File: config.mk
export PLATFORM = sky130hd
export DESIGN_NAME = csf_status_flags
export DESIGN_NICKNAME = d
export VERILOG_FILES = /design/src/verilog/csf_pkg.sv /design/src/verilog/csf_adder.sv /design/src/verilog/csf_status_flags.sv
export SDC_FILE = /design/constraint.sdc
export NUM_CORES = 1
export LEC_CHECK = 0
export ABC_AREA = 1
export BUFFER_PORTS_ARGS = -buffer_cell sky130_fd_sc_hd__clkbuf_2
export CAP_MARGIN = 20
export CORE_MARGIN = 4
export CORE_UTILIZATION = 37
export CTS_BUF_LIST = sky130_fd_sc_hd__clkbuf_2
export DETAILED_ROUTE_END_ITERATION = 10
export SETUP_SLACK_MARGIN = 0.4
export SYNTH_ARGS = -nofsm -noshare
export SYNTH_HDL_FRONTEND = slang
export SYNTH_SLANG_ARGS = --single-unit
File: constraint.sdc
create_clock -name clk_sys -period 7.6 [get_ports clk_sys]
set_input_delay 0 -clock clk_sys [delete_from_list [all_inputs] [get_ports clk_sys]]
set_output_delay 0 -clock clk_sys [all_outputs]
set_load 0.02 [all_outputs]
File: src/verilog/csf_pkg.sv
// Behaviour
// RULE1: eight-bit status holding seven flags
// RULE2: carry follows carry out of bit seven
// RULE3: set-carry forces one, clear-carry forces zero
// RULE4: carry also from add, shift, compare, pull
// RULE5: zero set when all result bits zero
// RULE6: zero changes only through result operations
// RULE7: mask clear services requests, set ignores
// RULE8: reset and interrupt entries set mask
// RULE9: mask ops, break set; pull reloads mask
// RULE10: decimal flag selects bcd adder mode
// RULE11: decimal changes only by ops and pulls
// RULE12: decimal power-up value undefined; software initialises
// RULE13: break flag tells software from hardware entry
// RULE14: no operation writes break flag directly
// RULE15: overflow on signed range escape in add/sub
// RULE16: clear-overflow forces zero; few others change it
// RULE17: bit-test loads overflow from operand bit six
// RULE18: negative loads result bit seven
// RULE19: negative changes only with zero's ops, bit-test
// RULE20: flags at customary bit positions
`default_nettype none
package csf_pkg;
  localparam int POS_CARRY = 0;
  localparam int POS_ZERO = 1;
  localparam int POS_IRQ_MASK = 2;
  localparam int POS_DECIMAL = 3;
  localparam int POS_BREAK = 4;
  localparam int POS_UNUSED = 5;
  localparam int POS_OVERFLOW = 6;
  localparam int POS_NEGATIVE = 7;
  localparam int POS_SIGN = 7;
  localparam int POS_BIT_TEST_V = 6;
  localparam logic RST_CARRY = 1'h0;
  localparam logic RST_ZERO = 1'h0;
  localparam logic RST_IRQ_MASK = 1'h1;
  localparam logic RST_BREAK = 1'h0;
  localparam logic RST_OVERFLOW = 1'h0;
  localparam logic RST_NEGATIVE = 1'h0;
  localparam logic UNUSED_VAL = 1'h0;
  localparam logic DEC_POWERUP_VAL = 1'h0;
  localparam logic [7:0] BYTE_ZERO = 8'h00;
  localparam logic [3:0] BCD_LIMIT = 4'h9;
  localparam logic [3:0] BCD_ADJ = 4'h6;

  typedef enum logic [4:0] {
    OP_NONE = 5'h00,
    OP_ADD = 5'h01,
    OP_SUB = 5'h02,
    OP_CMP = 5'h03,
    OP_RESULT = 5'h04,
    OP_SHL = 5'h05,
    OP_SHR = 5'h06,
    OP_ROL = 5'h07,
    OP_ROR = 5'h08,
    OP_BIT = 5'h09,
    OP_PULL = 5'h0A,
    OP_RETURN_INT = 5'h0B,
    OP_SEC = 5'h0C,
    OP_CLEAR_CARRY = 5'h0D,
    OP_SET_MASK = 5'h0E,
    OP_CLEAR_MASK = 5'h0F,
    OP_SET_DEC = 5'h10,
    OP_CLEAR_DEC = 5'h11,
    OP_CLEAR_OVF = 5'h12,
    OP_SW_BREAK = 5'h13
  } csf_opkind_t;

  typedef enum logic [2:0] {
    ST_IDLE = 3'h1,
    ST_PUSH = 3'h2,
    ST_MASK = 3'h4
  } csf_state_t;

  typedef struct packed {
    logic opValid;
    csf_opkind_t kind;
    logic [7:0] operandA;
    logic [7:0] operandB;
    logic [7:0] result;
    logic [7:0] pulled;
  } csf_op_t;

  typedef struct packed {
    logic irqReq;
    logic nmiReq;
  } csf_intr_t;

  typedef struct packed {
    logic pushValid;
    logic breakCause;
    logic [7:0] pushedStatus;
  } csf_entry_t;
endpackage
`default_nettype wire

File: src/verilog/csf_adder.sv
`default_nettype none
module csf_adder
  import csf_pkg::*;
(
  input wire logic [7:0] a,
  input wire logic [7:0] b,
  input wire logic carryIn,
  input wire logic subtract,
  input wire logic decimal,
  output logic [7:0] sum,
  output logic carryOut,
  output logic overflow
);
  logic [7:0] bEff;
  logic [8:0] binSum;
  logic [4:0] lo;
  logic [4:0] hi;
  logic loCarry;
  logic [7:0] decHalf;

  assign bEff = subtract ? ~b : b;
  assign binSum = {1'b0, a} + {1'b0, bEff} + {8'h00, carryIn};

  always_comb begin
    lo = {1'b0, a[3:0]} + {1'b0, bEff[3:0]} + {4'h0, carryIn};
    loCarry = lo[4];
    hi = 5'h00;
    sum = binSum[7:0];
    carryOut = binSum[8];
    decHalf = binSum[7:0];
    if (decimal && !subtract) begin
      if (lo > {1'b0, BCD_LIMIT}) begin
        lo = lo + {1'b0, BCD_ADJ};
        loCarry = 1'b1;
      end
      hi = {1'b0, a[7:4]} + {1'b0, b[7:4]} + {4'h0, loCarry};
      // overflow is taken before the upper nibble is corrected
      decHalf = {hi[3:0], lo[3:0]};
      if (hi > {1'b0, BCD_LIMIT}) begin
        hi = hi + {1'b0, BCD_ADJ};
      end
      sum = {hi[3:0], lo[3:0]};
      carryOut = hi[4] || (hi[3:0] < BCD_ADJ && loCarry && a[7] && b[7]);
      carryOut = carryOut || (hi > 5'h0F);
    end else if (decimal && subtract) begin
      // borrow from each nibble takes six off that nibble
      sum[3:0] = loCarry ? binSum[3:0] : binSum[3:0] - BCD_ADJ;
      sum[7:4] = binSum[8] ? binSum[7:4] : binSum[7:4] - BCD_ADJ;
    end
  end

  // signed overflow when both inputs share a sign the result lacks
  assign overflow = (a[7] == bEff[7]) && (decHalf[7] != a[7]); // RULE15
endmodule
`default_nettype wire

File: src/verilog/csf_status_flags.sv
`default_nettype none
module csf_status_flags
  import csf_pkg::*;
#(
  parameter logic DEC_POWERUP = DEC_POWERUP_VAL
) (
  input wire logic clk_sys,
  input wire logic rst,
  input wire csf_op_t opIn,
  input wire csf_intr_t intrIn,
  output logic [7:0] statusOut,
  output logic [7:0] aluOut,
  output logic aluValid,
  output csf_entry_t entryOut,
  output logic entryBusy,
  output logic decimalMode,
  output logic irqServiced
);
  logic carry_ff;
  logic zero_ff;
  logic irqMask_ff;
  logic breakFlag_ff;
  logic overflow_ff;
  logic negative_ff;
  // no reset on purpose: power-up value is unpredictable to software
  logic decimal_ff = DEC_POWERUP;
  logic causeSwBreak_ff;
  csf_state_t state_ff;
  logic entryBusy_ff;
  csf_state_t nxt_state;
  logic [7:0] status_ff;
  logic [7:0] aluOut_ff;
  logic aluValid_ff;
  csf_entry_t entry_ff;
  logic irqServiced_ff;

  logic nxt_carry;
  logic nxt_zero;
  logic nxt_irqMask;
  logic nxt_decimal;
  logic nxt_overflow;
  logic nxt_negative;
  logic [7:0] nxt_status;

  logic opAct;
  logic isAdd;
  logic isSub;
  logic isCmp;
  logic isShift;
  logic isPull;
  logic isBit;
  logic nzUpdate;
  logic [7:0] opResult;
  logic [7:0] addSum;
  logic addCarry;
  logic addOverflow;
  logic adderSub;
  logic adderCarryIn;
  logic adderDecimal;
  logic irqAccept;
  logic swBreakAccept;
  logic nmiAccept;
  logic entryStart;
  logic [7:0] curStatus;

  // ops are refused while an interrupt entry is in progress
  assign opAct = opIn.opValid && (state_ff == ST_IDLE);
  assign isAdd = opAct && (opIn.kind == OP_ADD);
  assign isSub = opAct && (opIn.kind == OP_SUB);
  assign isCmp = opAct && (opIn.kind == OP_CMP);
  assign isBit = opAct && (opIn.kind == OP_BIT);
  assign isPull = opAct && (opIn.kind == OP_PULL ||
                            opIn.kind == OP_RETURN_INT);
  assign isShift = opAct && (opIn.kind == OP_SHL || opIn.kind == OP_SHR ||
                             opIn.kind == OP_ROL || opIn.kind == OP_ROR);

  // compare is always binary and never borrows in
  assign adderSub = isSub || isCmp;
  assign adderCarryIn = isCmp ? 1'b1 : carry_ff;
  assign adderDecimal = decimal_ff && !isCmp; // RULE10

  csf_adder u_adder (
    .a(opIn.operandA),
    .b(opIn.operandB),
    .carryIn(adderCarryIn),
    .subtract(adderSub),
    .decimal(adderDecimal),
    .sum(addSum),
    .carryOut(addCarry),
    .overflow(addOverflow)
  );

  always_comb begin
    opResult = opIn.result;
    nzUpdate = 1'b0;
    if (opAct) begin
      case (opIn.kind)
        OP_ADD, OP_SUB, OP_CMP: begin
          opResult = addSum;
          nzUpdate = 1'b1;
        end
        OP_SHL: begin
          opResult = {opIn.operandA[6:0], 1'b0};
          nzUpdate = 1'b1;
        end
        OP_SHR: begin
          opResult = {1'b0, opIn.operandA[7:1]};
          nzUpdate = 1'b1;
        end
        OP_ROL: begin
          opResult = {opIn.operandA[6:0], carry_ff};
          nzUpdate = 1'b1;
        end
        OP_ROR: begin
          opResult = {carry_ff, opIn.operandA[7:1]};
          nzUpdate = 1'b1;
        end
        OP_RESULT: begin
          opResult = opIn.result;
          nzUpdate = 1'b1;
        end
        default: begin
          opResult = opIn.result;
          nzUpdate = 1'b0;
        end
      endcase
    end
  end

  always_comb begin
    nxt_carry = carry_ff;
    if (opAct) begin
      case (opIn.kind)
        OP_ADD, OP_SUB, OP_CMP: nxt_carry = addCarry; // RULE2 RULE4
        OP_SHL, OP_ROL: nxt_carry = opIn.operandA[7]; // RULE4
        OP_SHR, OP_ROR: nxt_carry = opIn.operandA[0]; // RULE4
        OP_PULL, OP_RETURN_INT: nxt_carry = opIn.pulled[POS_CARRY]; // RULE4
        OP_SEC: nxt_carry = 1'b1; // RULE3
        OP_CLEAR_CARRY: nxt_carry = 1'b0; // RULE3
        default: nxt_carry = carry_ff;
      endcase
    end
  end

  // zero and negative have no direct set or clear op
  always_comb begin
    nxt_zero = zero_ff;
    nxt_negative = negative_ff;
    if (nzUpdate) begin
      nxt_zero = (opResult == BYTE_ZERO); // RULE5 RULE6
      nxt_negative = opResult[POS_SIGN]; // RULE18 RULE19
    end else if (isBit) begin
      nxt_zero = ((opIn.operandA & opIn.operandB) == BYTE_ZERO); // RULE5
      nxt_negative = opIn.operandB[POS_SIGN]; // RULE19
    end else if (isPull) begin
      nxt_zero = opIn.pulled[POS_ZERO]; // RULE6
      nxt_negative = opIn.pulled[POS_NEGATIVE]; // RULE19
    end
  end

  always_comb begin
    nxt_overflow = overflow_ff;
    if (isAdd || isSub) begin
      nxt_overflow = addOverflow; // RULE15
    end else if (isBit) begin
      nxt_overflow = opIn.operandB[POS_BIT_TEST_V]; // RULE17
    end else if (isPull) begin
      nxt_overflow = opIn.pulled[POS_OVERFLOW]; // RULE16
    end else if (opAct && opIn.kind == OP_CLEAR_OVF) begin
      nxt_overflow = 1'b0; // RULE16
    end
  end

  always_comb begin
    nxt_decimal = decimal_ff;
    if (opAct && opIn.kind == OP_SET_DEC) begin
      nxt_decimal = 1'b1; // RULE11
    end else if (opAct && opIn.kind == OP_CLEAR_DEC) begin
      nxt_decimal = 1'b0; // RULE11
    end else if (isPull) begin
      nxt_decimal = opIn.pulled[POS_DECIMAL]; // RULE11
    end
  end

  // entry priority: non-maskable, then break, then masked request
  assign nmiAccept = (state_ff == ST_IDLE) && intrIn.nmiReq; // RULE8
  assign swBreakAccept = opAct && (opIn.kind == OP_SW_BREAK) && !nmiAccept;
  assign irqAccept = (state_ff == ST_IDLE) && intrIn.irqReq && !irqMask_ff &&
                     !nmiAccept && !swBreakAccept; // RULE7
  assign entryStart = nmiAccept || swBreakAccept || irqAccept;

  always_comb begin
    nxt_irqMask = irqMask_ff;
    if (state_ff == ST_MASK) begin
      nxt_irqMask = 1'b1; // RULE8 RULE9
    end else if (opAct && opIn.kind == OP_SET_MASK) begin
      nxt_irqMask = 1'b1; // RULE9
    end else if (opAct && opIn.kind == OP_CLEAR_MASK) begin
      nxt_irqMask = 1'b0; // RULE9
    end else if (isPull) begin
      nxt_irqMask = opIn.pulled[POS_IRQ_MASK]; // RULE9
    end
  end

  always_comb begin
    nxt_state = state_ff;
    case (state_ff)
      ST_IDLE: begin
        if (entryStart) begin
          nxt_state = ST_PUSH;
        end
      end
      ST_PUSH: begin
        nxt_state = ST_MASK;
      end
      ST_MASK: begin
        nxt_state = ST_IDLE;
      end
      default: begin
        nxt_state = ST_IDLE;
      end
    endcase
  end

  always_comb begin
    curStatus = BYTE_ZERO;
    curStatus[POS_CARRY] = carry_ff;
    curStatus[POS_ZERO] = zero_ff;
    curStatus[POS_IRQ_MASK] = irqMask_ff;
    curStatus[POS_DECIMAL] = decimal_ff;
    curStatus[POS_BREAK] = breakFlag_ff;
    curStatus[POS_UNUSED] = UNUSED_VAL;
    curStatus[POS_OVERFLOW] = overflow_ff;
    curStatus[POS_NEGATIVE] = negative_ff;
  end

  always_comb begin
    nxt_status = BYTE_ZERO; // RULE1 RULE20
    nxt_status[POS_CARRY] = nxt_carry;
    nxt_status[POS_ZERO] = nxt_zero;
    nxt_status[POS_IRQ_MASK] = nxt_irqMask;
    nxt_status[POS_DECIMAL] = nxt_decimal;
    nxt_status[POS_BREAK] = (state_ff == ST_MASK) ? causeSwBreak_ff :
                            breakFlag_ff;
    nxt_status[POS_UNUSED] = UNUSED_VAL;
    nxt_status[POS_OVERFLOW] = nxt_overflow;
    nxt_status[POS_NEGATIVE] = nxt_negative;
  end

  always_ff @(posedge clk_sys) begin
    if (rst) begin
      carry_ff <= RST_CARRY;
      zero_ff <= RST_ZERO;
      overflow_ff <= RST_OVERFLOW;
      negative_ff <= RST_NEGATIVE;
    end else begin
      carry_ff <= nxt_carry;
      zero_ff <= nxt_zero;
      overflow_ff <= nxt_overflow;
      negative_ff <= nxt_negative;
    end
  end

  always_ff @(posedge clk_sys) begin
    if (rst) begin
      irqMask_ff <= RST_IRQ_MASK; // RULE8
    end else begin
      irqMask_ff <= nxt_irqMask;
    end
  end

  // reset leaves decimal alone; software must set it before arithmetic
  always_ff @(posedge clk_sys) begin
    if (!rst) begin
      decimal_ff <= nxt_decimal; // RULE11 RULE12
    end
  end

  // only interrupt entry writes the break flag, pulls keep it
  always_ff @(posedge clk_sys) begin
    if (rst) begin
      breakFlag_ff <= RST_BREAK;
      causeSwBreak_ff <= 1'b0;
    end else begin
      if (state_ff == ST_IDLE && entryStart) begin
        causeSwBreak_ff <= swBreakAccept;
      end
      if (state_ff == ST_MASK) begin
        breakFlag_ff <= causeSwBreak_ff; // RULE13 RULE14
      end
    end
  end

  always_ff @(posedge clk_sys) begin
    if (rst) begin
      state_ff <= ST_IDLE;
      entryBusy_ff <= 1'b0;
    end else begin
      state_ff <= nxt_state;
      // registered busy so the output comes straight from a flop
      entryBusy_ff <= (nxt_state != ST_IDLE);
    end
  end

  always_ff @(posedge clk_sys) begin
    if (rst) begin
      status_ff <= {RST_NEGATIVE, RST_OVERFLOW, UNUSED_VAL, RST_BREAK,
                    decimal_ff, RST_IRQ_MASK, RST_ZERO, RST_CARRY};
    end else begin
      status_ff <= nxt_status;
    end
  end

  always_ff @(posedge clk_sys) begin
    if (rst) begin
      aluOut_ff <= BYTE_ZERO;
      aluValid_ff <= 1'b0;
    end else begin
      aluValid_ff <= nzUpdate;
      if (nzUpdate) begin
        aluOut_ff <= opResult;
      end
    end
  end

  // pushed byte carries the cause so the handler can tell them apart
  always_ff @(posedge clk_sys) begin
    if (rst) begin
      entry_ff <= '0;
      irqServiced_ff <= 1'b0;
    end else begin
      irqServiced_ff <= irqAccept; // RULE7
      entry_ff.pushValid <= (state_ff == ST_PUSH);
      entry_ff.breakCause <= (state_ff == ST_PUSH) ? causeSwBreak_ff : 1'b0;
      if (state_ff == ST_PUSH) begin
        entry_ff.pushedStatus <= curStatus;
        entry_ff.pushedStatus[POS_BREAK] <= causeSwBreak_ff; // RULE13
      end
    end
  end

  assign statusOut = status_ff;
  assign aluOut = aluOut_ff;
  assign aluValid = aluValid_ff;
  assign entryOut = entry_ff;
  assign entryBusy = entryBusy_ff;
  assign decimalMode = decimal_ff;
  assign irqServiced = irqServiced_ff;
endmodule
`default_nettype wire

# Word-level counts from Yosys, hierarchy flattened
# Index checks and enable logic that the tools add are counted.
# classes
addsub,10
n_lt_le_gt_ge,4
n_eq_ne,25
n_mux,40
bitwise,3
n_reduce_logical,46
# op_table
op,n
5-bit by 4-bit equality test with 1-bit output (second input constant),8
8-bit 2-to-1 mux,5
8-bit one-hot mux with 5 select lines,1
1-bit logical AND,26
1-bit 2-to-1 mux,25
5-bit by 3-bit equality test with 1-bit output (second input constant),4
5-bit equality test (second input constant),4
8-bit zero test,2
4-bit 2-to-1 mux,4
5-bit by 4-bit > comparator with 1-bit output (second input constant),3
4-bit by 4-bit adder with 5-bit output,2
5-bit by 1-bit adder with 5-bit output,2
5-bit by 2-bit equality test with 1-bit output (second input constant),2
5-bit 2-to-1 mux,2
8-bit by 8-bit adder with 9-bit output,1
9-bit by 1-bit adder with 9-bit output,1
8-bit AND,1
8-bit NOT,1
2-bit OR reduction,4
8-bit OR reduction,1
4-bit by 3-bit subtractor with 4-bit output (second input constant),2
1-bit logical OR,7
1-bit one-hot mux with 6 select lines,1
3-bit one-hot mux with 2 select lines,1
other kinds (14),18
# word_totals
reg_bits,39
input_bits,42
output_inout_bits,30
elab_cells,146

# Logic depth before layout (Yosys ltp)
# Gate-level depths: netlist (run 1).
# depth
depth_word,24
ltp_mapped,30
ltp_nobuf,30

# Hierarchy
# A second synthesis (run 1) with hierarchy kept.
# hier_totals
cells_unflattened,495
hier_area_um2,3010.4
# by_module_without_submodules
module,n_inst,cells_each,area_per_inst_um2,seq_area_each_um2
csf_status_flags,1,299,1908.1,650.6
csf_adder,1,196,1102.3,0.0

# Least setup slack after synthesis (run 1)
# OpenSTA, ideal clock, no wires.
# synth_path
kind,reg-to-reg
from,register state_ff[0]
to,"register status_ff[1], in the netlist statusOut[1]"
setup_time_ns,0.070
arrival_time_ns,3.853
required_time_ns,7.530
setup_slack_ns,3.677
path_stages_with_launch,29
path_buffers,0
period_less_slack_ns,3.923
cell_sequence,dfxtp_1 -> nand4_4 -> nor2_8 -> xor2_1 -> fa_1 -> nand2_1 -> nand2_1 -> nand2_1 -> nand2_1 -> nand2_1 -> nand3_1 -> nand2_1 -> inv_1 -> fa_1 -> inv_1 -> fa_1 -> inv_1 -> nand2_1 -> nand3_1 -> nand2_1 -> nand2_1 -> nand3_1 -> nand3_1 -> nand2_1 -> nand2_1 -> nand2_1 -> inv_1 -> nand4_1 -> a21oi_1
# synth_between
elab_chain_cells,19
word_cells_on_any_way,41
cone_classes,9 x add/sub; 2 x order compare; 1 x eq/ne; 17 x mux; 12 x reduce/logical
# synth_lines
item,line,rtl
start: declaration,csf_status_flags.sv:28,csf_state_t state_ff;
start signal: assignment,csf_status_flags.sv:299,state_ff <= nxt_state;
3-bit by 1-bit equality test with 1-bit output (*),csf_status_flags.sv:67,assign opAct = opIn.opValid && (state_ff == ST_IDLE);
1-bit logical AND (*),csf_status_flags.sv:67,
"1-bit logical AND, on equally long branches","csf_status_flags.sv:69, csf_status_flags.sv:70",
1-bit logical OR,csf_status_flags.sv:78,assign adderSub = isSub || isCmp;
8-bit 2-to-1 mux,csf_adder.sv:21,assign bEff = subtract ? ~b : b;
4-bit by 4-bit adder with 5-bit output,csf_adder.sv:25,"lo = {1'b0, a[3:0]} + {1'b0, bEff[3:0]} + {4'h0, carryIn};"
5-bit by 1-bit adder with 5-bit output,csf_adder.sv:25,
5-bit by 4-bit > comparator with 1-bit output,csf_adder.sv:32,"if (lo > {1'b0, BCD_LIMIT}) begin"
[3 not listed],--,
5-bit by 3-bit adder with 5-bit output / 5-bit by 4-bit > comparator with 1-bit output (equally long branches),"csf_adder.sv:40, csf_adder.sv:39",
5-bit 2-to-1 mux,csf_adder.sv:39,"if (hi > {1'b0, BCD_LIMIT}) begin"
5-bit 2-to-1 mux,csf_adder.sv:31,if (decimal && !subtract) begin
8-bit 2-to-1 mux,csf_adder.sv:31,
8-bit one-hot mux with 5 select lines,csf_status_flags.sv:97,case (opIn.kind)
8-bit 2-to-1 mux,csf_status_flags.sv:96,if (opAct) begin
8-bit zero test,csf_status_flags.sv:150,nxt_zero = (opResult == BYTE_ZERO);
1-bit 2-to-1 mux (*),csf_status_flags.sv:149,if (nzUpdate) begin
end signal: assignment,csf_status_flags.sv:307,"status_ff <= {RST_NEGATIVE, RST_OVERFLOW, UNUSED_VAL, RST_BREAK,"
end signal: assignment,csf_status_flags.sv:310,status_ff <= nxt_status;
end: declaration,csf_status_flags.sv:31,logic [7:0] status_ff;
# Every way passes the cells marked *; elsewhere a longest branch is shown, timed or not. The select of a mux whose other input is x is not followed.
# A chain may end at the register's enable or synchronous reset.

# Worst setup path after layout (run 1)
# Ends and elaborated chain as after synthesis.

==> results.yml, run 1 <==
final_layout:
  final_cells: 634
  multi_input_area_um2: 1892
  final_layout_size_suffix_gt1_share_pct: 20.30
  fillerInstances: 829
  diodes: 0
  syn_to_final_growth_pct: 19.64
  regArea_um2: 650.6
  nets: 591
run_status:
  outcome: "finished, final reports clean"
setup_path:
  crit_arrival_ns: 4.88
  crit_top_cell: "nand2_1"
  path_max_fanout: 10
  cp.required_ns: 7.92
  critPathCaptureType: "flop"
  worst_path_max_delay_cell: "fa_1"
  critPathBufInv: 4
  path_delay_family: "simple AND/OR/NAND/NOR gates"
  worst_setup_path_start_kind: "flop"
  path_class: "reg2reg"
  r2r_setup_slack_ns: 3.04
  cpPeakStageDelay_ns: 0.49
sta:
  rsz0062_at_grt: "no"
  final_hold_viol_count: 0
  fin_tns_setup_ns: 0
  setup_viol: 0
  period_share_pct: 60.01
  report.final.slew_viol_count: 0
  clock-skew-final_ns: 0.02106
  fin_crit_ns: 4.560
  worst_pin_slew_ns: 0.6164
  clock.fmax_ghz: 0.2193
  setup_ws_ns: 3.040
  slew_headroom_pct: 58.86
  holdWs_ns: 0.01980
floorplan:
  pin_count: 72
  start_util_pct: 38.00
  fp-row-count: 32
  core_um2: 7727
  fp.dieH_um: 97.09
  die_area_um2: 9426
  die_w_um: 97.09
routing:
  drc_errors: 0
  wl_mm: 8.493
  ant_nets: 0
  drtIter0Drc: 150
  via_count: 3168
  drt-pass1-iter-count: 5
  wire_per_inst_um: 13.40
  avgViaCountPerCell: 4.997
logic_synthesis:
  synth_top_cell_by_area: "dfxtp_1"
  yosys_warnings: 0
  syn-cell-area_um2: 2937
  synth_mux_area_share_pct: 0
  synth_common_cells: "nand2_1, inv_1, nor2_1"
  synth_top_area_share_pct: 21.13
  synth_edf_count: 1
  synth_compound_area_share_pct: 14.83
  synth_xor_xnor_area_share_pct: 3.281
  yosysMostFrequentCell: "nand2_1"
  yosysUniqueCellTypes: 54
  synth-async-reset-ratio_pct: 0
  postSynth.topFlopCell: "dfxtp_1"
  syn_inst: 455
  syn_avg_cell_area_um2: 6.454
  ys_ff_latch: 32
  synth-simple-area-share_pct: 37.62
  synth-seq-area-share_pct: 22.16
  ys_top_cells_by_area: "dfxtp_1, nand2_1, inv_1, ha_1, nand3_1"
  synth_fa_ha_area_share_pct: 8.436
  synth_top_family_by_area: "simple AND/OR/NAND/NOR gates"
grt:
  grt_pass1_vias: 3024
  grt_overflow: 0
  grt_pass1_wl_mm: 14.08
  antenna_found_initial: 0
  grt_usage_pct: 17.78
  grt_max_degree: 22
place:
  place.gp.congestion: 0.9005
  dpl_worst_slack_ns: 3.103
  hpwl_mm: 6.818
  dpl.cell_count: 610
  io_buffer_count: 67
cts:
  cts_tree: "yes"
  clk_latency_ns: 0.38
  post_cts_resized: 0
  cts_buffers: 5
  root_buffer: "clkbuf_2"
  clockBufferDepth: 2
  clk_pin_slew_worst_paths_ns: 0.19
  htreeDepth: 2
  clock-sinks: 32
job:
  drv_cap: 0
pwr:
  leakage_nw: 1.874
  peakVddDrop_mv: 0.08200
  p_per_area_nw_per_um2: 144.2
worst_hold_path:
  hp-class: "in2reg"
[flip-flops by register name (all words and copies together) (netlist names)]
name / cells
negative_ff: 1
entryOut: 9
decimalMode: 1
statusOut: 6
causeSwBreak_ff: 1
state_ff: 3
irqServiced: 1
aluOut: 8
aluValid: 1
entryBusy: 1
[routing by layer]
metal  part of all wire [%]  wire (um)  GRT usage [%]
met1                     46       3885          22.55
met2                     49       4121          31.95
met3                    4.7        398          2.728
met4                    1.0         87          3.348
met5                      0          0              0
[cell type report]
cell class / instances / share of cell area, %
inverter: 72 / 7.764
sequential: 32 / 18.52
multi-input combinational: 336 / 53.85
tap: 102 / 3.632
timing repair buffer: 84 / 14.32
clock buffer: 5 / 0.7123
clock inverter: 3 / 1.211
[power by group]
part           total (mW)  switching (mW)  internal (mW)  leakage [nW]
Combinational       0.204           0.131         0.0735          1.57
Sequential          0.182         0.00474          0.177         0.262
Clock               0.121          0.0660         0.0550        0.0390
Total               0.507           0.201          0.305          1.87
[path summary, 6_finish.rpt]
| check | from | end | cells past startpoint |
|---|---|---|---|
| worst max-delay path | state_ff[0]$_SDFF_PP1_ | statusOut[1]$_SDFFE_PP0P_ | 28 |
| worst max register to register | state_ff[0]$_SDFF_PP1_ | statusOut[1]$_SDFFE_PP0P_ | 28 |
| worst min-delay path | opIn[10] | aluOut[2]$_SDFFE_PP0P_ | 4 |
| worst min register to register | aluOut[7]$_SDFFE_PP0P_ | aluOut[7]$_SDFFE_PP0P_ | 2 |
[cell usage in the layout (no fill, tap or decap), types with 2 or more instances in the layout]
cell type and count:
nor4_1 2, nor3b_1 2, nand2_1 111, nor2_1 37, nor2_2 4, inv_2 4
nor3_1 11, or2_1 2, nand2_2 4, dfxtp_1 31, nor2_8 2, clkbuf_2 72
nand4_1 7, o21ai_2 2, conb_1 2, a21oi_1 25, inv_1 66, o22ai_1 8
nand3_1 36, dlygate4sd3_1 16, a21oi_2 2, or2_2 4, fa_1 3, o21ai_0 17
o21ai_1 5, nand3_2 4, xnor2_1 2, o31ai_1 2, xor2_1 9, ha_1 15
[through the flow]
stage               util [%]  power (mW)  instance area, um^2
finish                 45.47      0.5066                 3513
detailed placement     42.52      0.3829                 3286
global route           45.47      0.5429                 3513
floorplan                  -      0.3337                 2940
global placement       42.52      0.3804                 3286
CTS                    45.47      0.5078                 3513
[worst reg2reg max path: cells and delay by family (launching register included)]
family / cells / cell delay, ns
buffers and inverters: 4 / 0.32
DFF: 1 / 0.46
adders and majority gates: 3 / 1.28
and+or+nand+nor: 19 / 2.18
AOI/OAI and AO/OA: 1 / 0.12
xor gates and xnor gates: 1 / 0.13
[logic make-up after synthesis]
logic type / after synthesis
AO/OA/AOI/OAI: 73
XOR/XNOR: 11
adder cells (fa/ha/maj): 18
buffers and inverters: 88
flip-flops: 32
other: 1
AND/OR/NAND/NOR: 232
[timing repair]
action                                 4_1_cts  5_1_grt
endpoints found under the hold margin       17        0
hold buffers                                16        0
buffers inserted                             0        0
Power figures use the tool's default switching activity.
==> run 2, diff against run 1 <==
==> constraint.sdc (replaced) <==
create_clock -name clk_sys -period 3.7 [get_ports clk_sys]
set_input_delay 0 -clock clk_sys [delete_from_list [all_inputs] [get_ports clk_sys]]
set_output_delay 0 -clock clk_sys [all_outputs]
set_load 0.02 [all_outputs]
==> run 2 against run 1 <==
Compared with the run above:
- the run now ends with negative setup slack left
- combinational power grew to 3.0 times the previous value
- utilization grew 6.7 points
- clock-buffer cell count is the same
- non-clock buffer count grew 40
- total power grew 140%
- hold slack lost 0.0075 ns
- register-to-register slack lost 3.2 ns
- highest routed layer unchanged
==> results.yml, run 2 (same netlist as run 1, synthesis figures left out) <==
routing:
  wire_per_inst_um: 13.71
  drt-pass1-iter-count: 4
  drtIter0Drc: 167
  wl_mm: 9.241
  ant_nets: 0
  avgViaCountPerCell: 4.972
  via_count: 3351
  drc_errors: 0
floorplan:
  die_w_um: 97.09
  fp-row-count: 32
  pin_count: 72
  die_area_um2: 9426
  start_util_pct: 38.00
  fp.dieH_um: 97.09
  core_um2: 7727
cts:
  cts_buffers: 5
  clk_pin_slew_worst_paths_ns: 0.19
  root_buffer: "clkbuf_2"
  htreeDepth: 2
  clockBufferDepth: 2
  clock-sinks: 32
  clk_latency_ns: 0.37
  cts_tree: "yes"
final_layout:
  fillerInstances: 780
  final_util_pct: 52.19
  final_cells: 674
  syn_to_final_growth_pct: 37.32
  nets: 631
  diodes: 0
  largest_reg_flops: 9
  final_common_cell: "nand2_1"
  final_layout_size_suffix_gt1_share_pct: 35.14
  final_cell_mix: "nand2_1, clkbuf_2, inv_1"
place:
  io_buffer_count: 67
  place.gp.congestion: 0.9241
  dpl.cell_count: 631
  dpl_worst_slack_ns: -0.1881
  hpwl_mm: 7.128
sta:
  holdWs_ns: 0.01228
  period_share_pct: 105.5
  report.final.slew_viol_count: 0
  worst_pin_slew_ns: 0.5804
  final_hold_viol_count: 0
  slew_headroom_pct: 61.01
  setup_ws_ns: -0.2030
  clock.fmax_ghz: 0.2562
  fin_crit_ns: 3.903
  rsz0062_at_grt: "yes"
  setup_viol: 6
  clock-skew-final_ns: 0.01741
setup_path:
  r2r-start: "state_ff[2]$_SDFF_PP0_"
  cp.required_ns: 4.01
  setup.worst_path.end: "statusOut[1]$_SDFFE_PP0P_"
  r2r_end: "statusOut[1]$_SDFFE_PP0P_"
  crit_top_cell: "nand2_4"
  critPathCaptureType: "flop"
  crit_arrival_ns: 4.21
  path_class: "reg2reg"
  cpPeakStageDelay_ns: 0.45
  reg2regPathDepth: 29
  worst_setup_path_start_kind: "flop"
  crit_start: "state_ff[2]$_SDFF_PP0_"
  path_max_fanout: 5
  r2r_setup_slack_ns: -0.20
  worst_path_max_delay_cell: "fa_2"
worst_hold_path:
  hp-class: "in2reg"
grt:
  grt_usage_pct: 18.99
  grt_pass1_vias: 3266
  grt_max_degree: 22
  grt_overflow: 0
  grt_pass1_wl_mm: 14.98
  met2_usage_pct: 34.61
  use_met1_pct: 22.89
  grt.busiest_layer: "met2"
  antenna_found_initial: 0
  gr-usage-met3_pct: 3.446
pwr:
  leakage_nw: 2.128
  finalPower_mw: 1.234
  peakVddDrop_mv: 0.1918
  p_per_area_nw_per_um2: 306.0
run_status:
  failed_checks: "negative setup slack"
  outcome: "complete, but fails checks"
job:
  drv_cap: 0
==> run 2: layer usage <==
metal,vias up,wire [um],share of wire (%)
met4,0,165,1.8
met3,16,549,5.9
li1,1709,-,-
met2,102,4622,50
met1,1524,3904,42
met5,-,0,0
==> run 2: area by class of cell <==
type / count / area [um^2] / share of cell area [%]
multi-input cells: 336 / 2113 / 52.40
repair buffers: 124 / 797.0 / 19.76
flip-flops and latches: 32 / 654.4 / 16.23
inverters: 72 / 272.8 / 6.764
well taps: 102 / 127.6 / 3.165
clock inverters: 3 / 42.54 / 1.055
clock buffers: 5 / 25.02 / 0.6205
==> run 2: worst min-delay path by stage <==
stage | startpoint | to | cells past startpoint | slack, ns
floorplan | rst | state_ff[1]$_SDFF_PP0_ | 3 | 0.18
global placement | intrIn[0] | causeSwBreak_ff$_SDFFE_PP0P_ | 4 | 0.31
detailed placement | intrIn[1] | irqServiced$_SDFF_PP0_ | 3 | 0.31
CTS | opIn[1] | statusOut[1]$_SDFFE_PP0P_ | 5 | 0.002
global route | opIn[1] | statusOut[1]$_SDFFE_PP0P_ | 5 | 0.009
finish | opIn[24] | statusOut[0]$_SDFFE_PP0P_ | 3 | 0.01
==> run 2: what timing repair did <==
| action | in CTS | in global routing |
|---|---|---|
| hold endpoints to repair | 14 | 1 |
| pin swaps | 22 | 27 |
| hold buffers | 11 | 1 |
| setup endpoints to repair | 7 | 8 |
| gates resized for setup | 24 | 22 |
| setup buffers | 18 | 5 |
==> run 2: critical path: cells and delay by family (launching register included) <==
| kind | cells | cell delay, ns |
|---|---|---|
| buffers and inverters | 5 | 0.32 |
| AOI/OAI and AO/OA | 1 | 0.14 |
| and+or+nand+nor | 19 | 1.66 |
| xor gates and xnor gates | 1 | 0.09 |
| DFF | 1 | 0.36 |
| adders and majority gates | 3 | 1.25 |
==> run 2: through the flow <==
step	TNS, ns	cell area, um^2
finish	-0.8975	4033
global route	-2.474	4033
CTS	-0.1009	3889
detailed placement	-0.6876	3493
global placement	-0.08807	3493
floorplan	-0.06228	2990
==> run 2: report_power, final <==
part,leakage (nW),switching (mW),internal (mW)
combinational,1.83,0.349,0.272
sequential,0.262,0.00931,0.363
clock,0.0390,0.127,0.113
==> run 3, diff against run 2 <==
--- a/config.mk
+++ b/config.mk
@@ -15,4 +15,5 @@
 export SETUP_SLACK_MARGIN = 0.4
 export SYNTH_ARGS = -nofsm -noshare
 export SYNTH_HDL_FRONTEND = slang
+export SYNTH_HIERARCHICAL = 1
 export SYNTH_SLANG_ARGS = --single-unit
==> run 3 against run 2 <==
Compared with the run above:
- the flow still finishes with violations (negative setup slack)
- highest routed layer unchanged
- worst setup slack got worse by 0.85 ns
- clock-buffer cell count unchanged
- first-iteration DRC count increased by 26%
- register-to-register slack got worse by 0.85 ns
- global-route usage increased by 0.90 points
- total power increased by 11%
- via count increased by 9.0%
- synthesized cell count increased by 8.8%
- largest power group unchanged
- maximum frequency decreased by 18%
- area after synthesis increased by 2.5%
- routed wire length increased by 7.4%
==> results.yml, run 3 <==
run_status:
  outcome: "complete, but fails checks"
  failed_checks: "negative setup slack"
sta:
  slew_headroom_pct: 53.31
  setup_ws_ns: -1.056
  report.final.slew_viol_count: 0
  fin_tns_setup_ns: -6.127
  setup_viol: 8
  clock.fmax_ghz: 0.2102
  clock-skew-final_ns: 0.01018
  worst_pin_slew_ns: 0.6996
  final_hold_viol_count: 0
  rsz0062_at_grt: "yes"
  fin_crit_ns: 4.756
  holdWs_ns: 0.01480
  period_share_pct: 128.6
grt:
  grt_max_degree: 25
  grt_usage_pct: 19.89
  grt_pass1_wl_mm: 16.25
  antenna_found_initial: 0
  grt_pass1_vias: 3614
  grt_overflow: 0
pwr:
  peakVddDrop_mv: 0.1722
  finalPower_mw: 1.376
  p_per_area_nw_per_um2: 303.1
  leakage_nw: 2.439
setup_path:
  path_class: "reg2reg"
  worst_path_max_delay_cell: "fa_2"
  cpPeakStageDelay_ns: 0.47
  path_max_fanout: 4
  cp.required_ns: 4.02
  crit_top_cell: "nand2_1"
  critPathCaptureType: "flop"
  reg2regPathDepth: 39
  crit_arrival_ns: 5.08
  worst_setup_path_start_kind: "flop"
worst_hold_path:
  hp-class: "in2reg"
  worstHoldPathCells: 5
final_layout:
  nets: 705
  diodes: 0
  fillerInstances: 770
  final_layout_size_suffix_gt1_share_pct: 40.40
  largest_reg_flops: 9
  final_common_cell: "nand2_1"
  final_util_pct: 58.14
  final_cell_mix: "nand2_1, buf_4, clkbuf_2"
  syn_to_final_growth_pct: 50.79
job:
  drv_cap: 0
place:
  dpl_worst_slack_ns: -1.059
  place.gp.congestion: 0.9838
  hpwl_mm: 7.565
  io_buffer_count: 67
logic_synthesis:
  ys_ff_latch: 32
  syn_inst: 495
  yosysMostFrequentCell: "nand2_1"
  synth_top_cell_by_area: "dfxtp_1"
  synth_common_cells: "nand2_1, inv_1, nor2_1"
  synth_top_area_share_pct: 20.62
  synth-seq-area-share_pct: 21.61
  syn-cell-area_um2: 3010
  syn_avg_cell_area_um2: 6.082
  synth_edf_count: 1
  yosysUniqueCellTypes: 44
  ys_top_cells_by_area: "dfxtp_1, nand2_1, inv_1, nand3_1, ha_1"
  yosys_warnings: 6
  synth-async-reset-ratio_pct: 0
  postSynth.topFlopCell: "dfxtp_1"
routing:
  via_count: 3652
  ant_nets: 0
  drt-pass1-iter-count: 5
  wire_per_inst_um: 13.27
  wl_mm: 9.929
  drtIter0Drc: 210
  avgViaCountPerCell: 4.882
  drc_errors: 0
floorplan:
  die_area_um2: 9643
  core_um2: 7807
  fp.dieH_um: 98.20
  start_util_pct: 38.56
  die_w_um: 98.20
  pin_count: 72
  fp-row-count: 32
cts:
  clk_pin_slew_worst_paths_ns: 0.18
  cts_tree: "yes"
  root_buffer: "clkbuf_2"
  clockBufferDepth: 2
  htreeDepth: 2
  clk_latency_ns: 0.38
  cts_buffers: 5
  clock-sinks: 32
-- run 3: changes by cell type after synthesis, moves of 5 or more --
cell / before / now
nand2_1: 111 / 148
nor2_1: 37 / 46
o21ai_0: 17 / 23
nand3_1: 36 / 42
o22ai_1: 8 / 3
-- run 3: final timing paths --
check	end	start	slack, ns
max	statusOut[1]$_SDFFE_PP0P_	state_ff[2]$_SDFF_PP0_	-1.06
min reg2reg	entryOut[8]$_SDFF_PP0_	causeSwBreak_ff$_SDFFE_PP0P_	0.51
min	statusOut[1]$_SDFFE_PP0P_	opIn[1]	0.01
max reg2reg	statusOut[1]$_SDFFE_PP0P_	state_ff[2]$_SDFF_PP0_	-1.06
-- run 3: power breakdown --
group          switching, mW  internal (mW)  leakage [nW]
registers            0.00946          0.364         0.263
logic                  0.411          0.349          2.14
clock network          0.129          0.113        0.0390
total                  0.550          0.826          2.44
-- run 3: cell families after synthesis --
logic type	synth area share, %
AND/OR/NAND/NOR	39.61
buffers and inverters	12.55
AO/OA/AOI/OAI	14.13
flip-flops	21.61
adder cells (fa/ha/maj)	8.230
XOR/XNOR	3.741
other	0.1246
-- run 3: layout make-up --
| class | instances | area (um^2) | area share [%] |
|---|---|---|---|
| multi-input cells | 376 | 2337 | 51.49 |
| well taps | 102 | 127.6 | 2.811 |
| clock inverters | 3 | 42.54 | 0.9372 |
| inverters | 71 | 271.5 | 5.981 |
| flip-flops and latches | 32 | 654.4 | 14.42 |
| clock buffers | 5 | 25.02 | 0.5513 |
| repair buffers | 159 | 1081 | 23.81 |
-- run 3: worst max-delay path: cells and delay by family (launching register included) --
family / cells / cell delay, ns
AOI/OAI and AO/OA: 3 / 0.40
xor gates and xnor gates: 1 / 0.22
adders and majority gates: 5 / 1.31
buffers and inverters: 9 / 0.76
DFF: 1 / 0.36
and+or+nand+nor: 21 / 1.64
-- run 3: what timing repair did --
item / CTS / global route
endpoints found under the hold margin: 12 / 0
cloned: 0 / 0
setup buffers: 18 / 11
gates resized for setup: 22 / 60
hold buffers: 10 / 0
pin swaps: 31 / 31
setup endpoints to repair: 11 / 11
-- run 3: per-layer routing --
metal	track usage [%]	part of all wire (%)	up-vias
met5	0	0	-
met4	4.622	1.4	0
met3	3.714	4.8	16
met2	35.18	49	90
met1	25.01	44	1672
li1	-	-	1874
-- run 3: stage by stage --
stage / std cells / area, um^2
2_1_floorplan: 496 / 3082
3_3_place_gp: 701 / 3827
6_report: 748 / 4539
4_1_cts: 737 / 4197
5_1_grt: 748 / 4539
3_5_place_dp: 701 / 3827
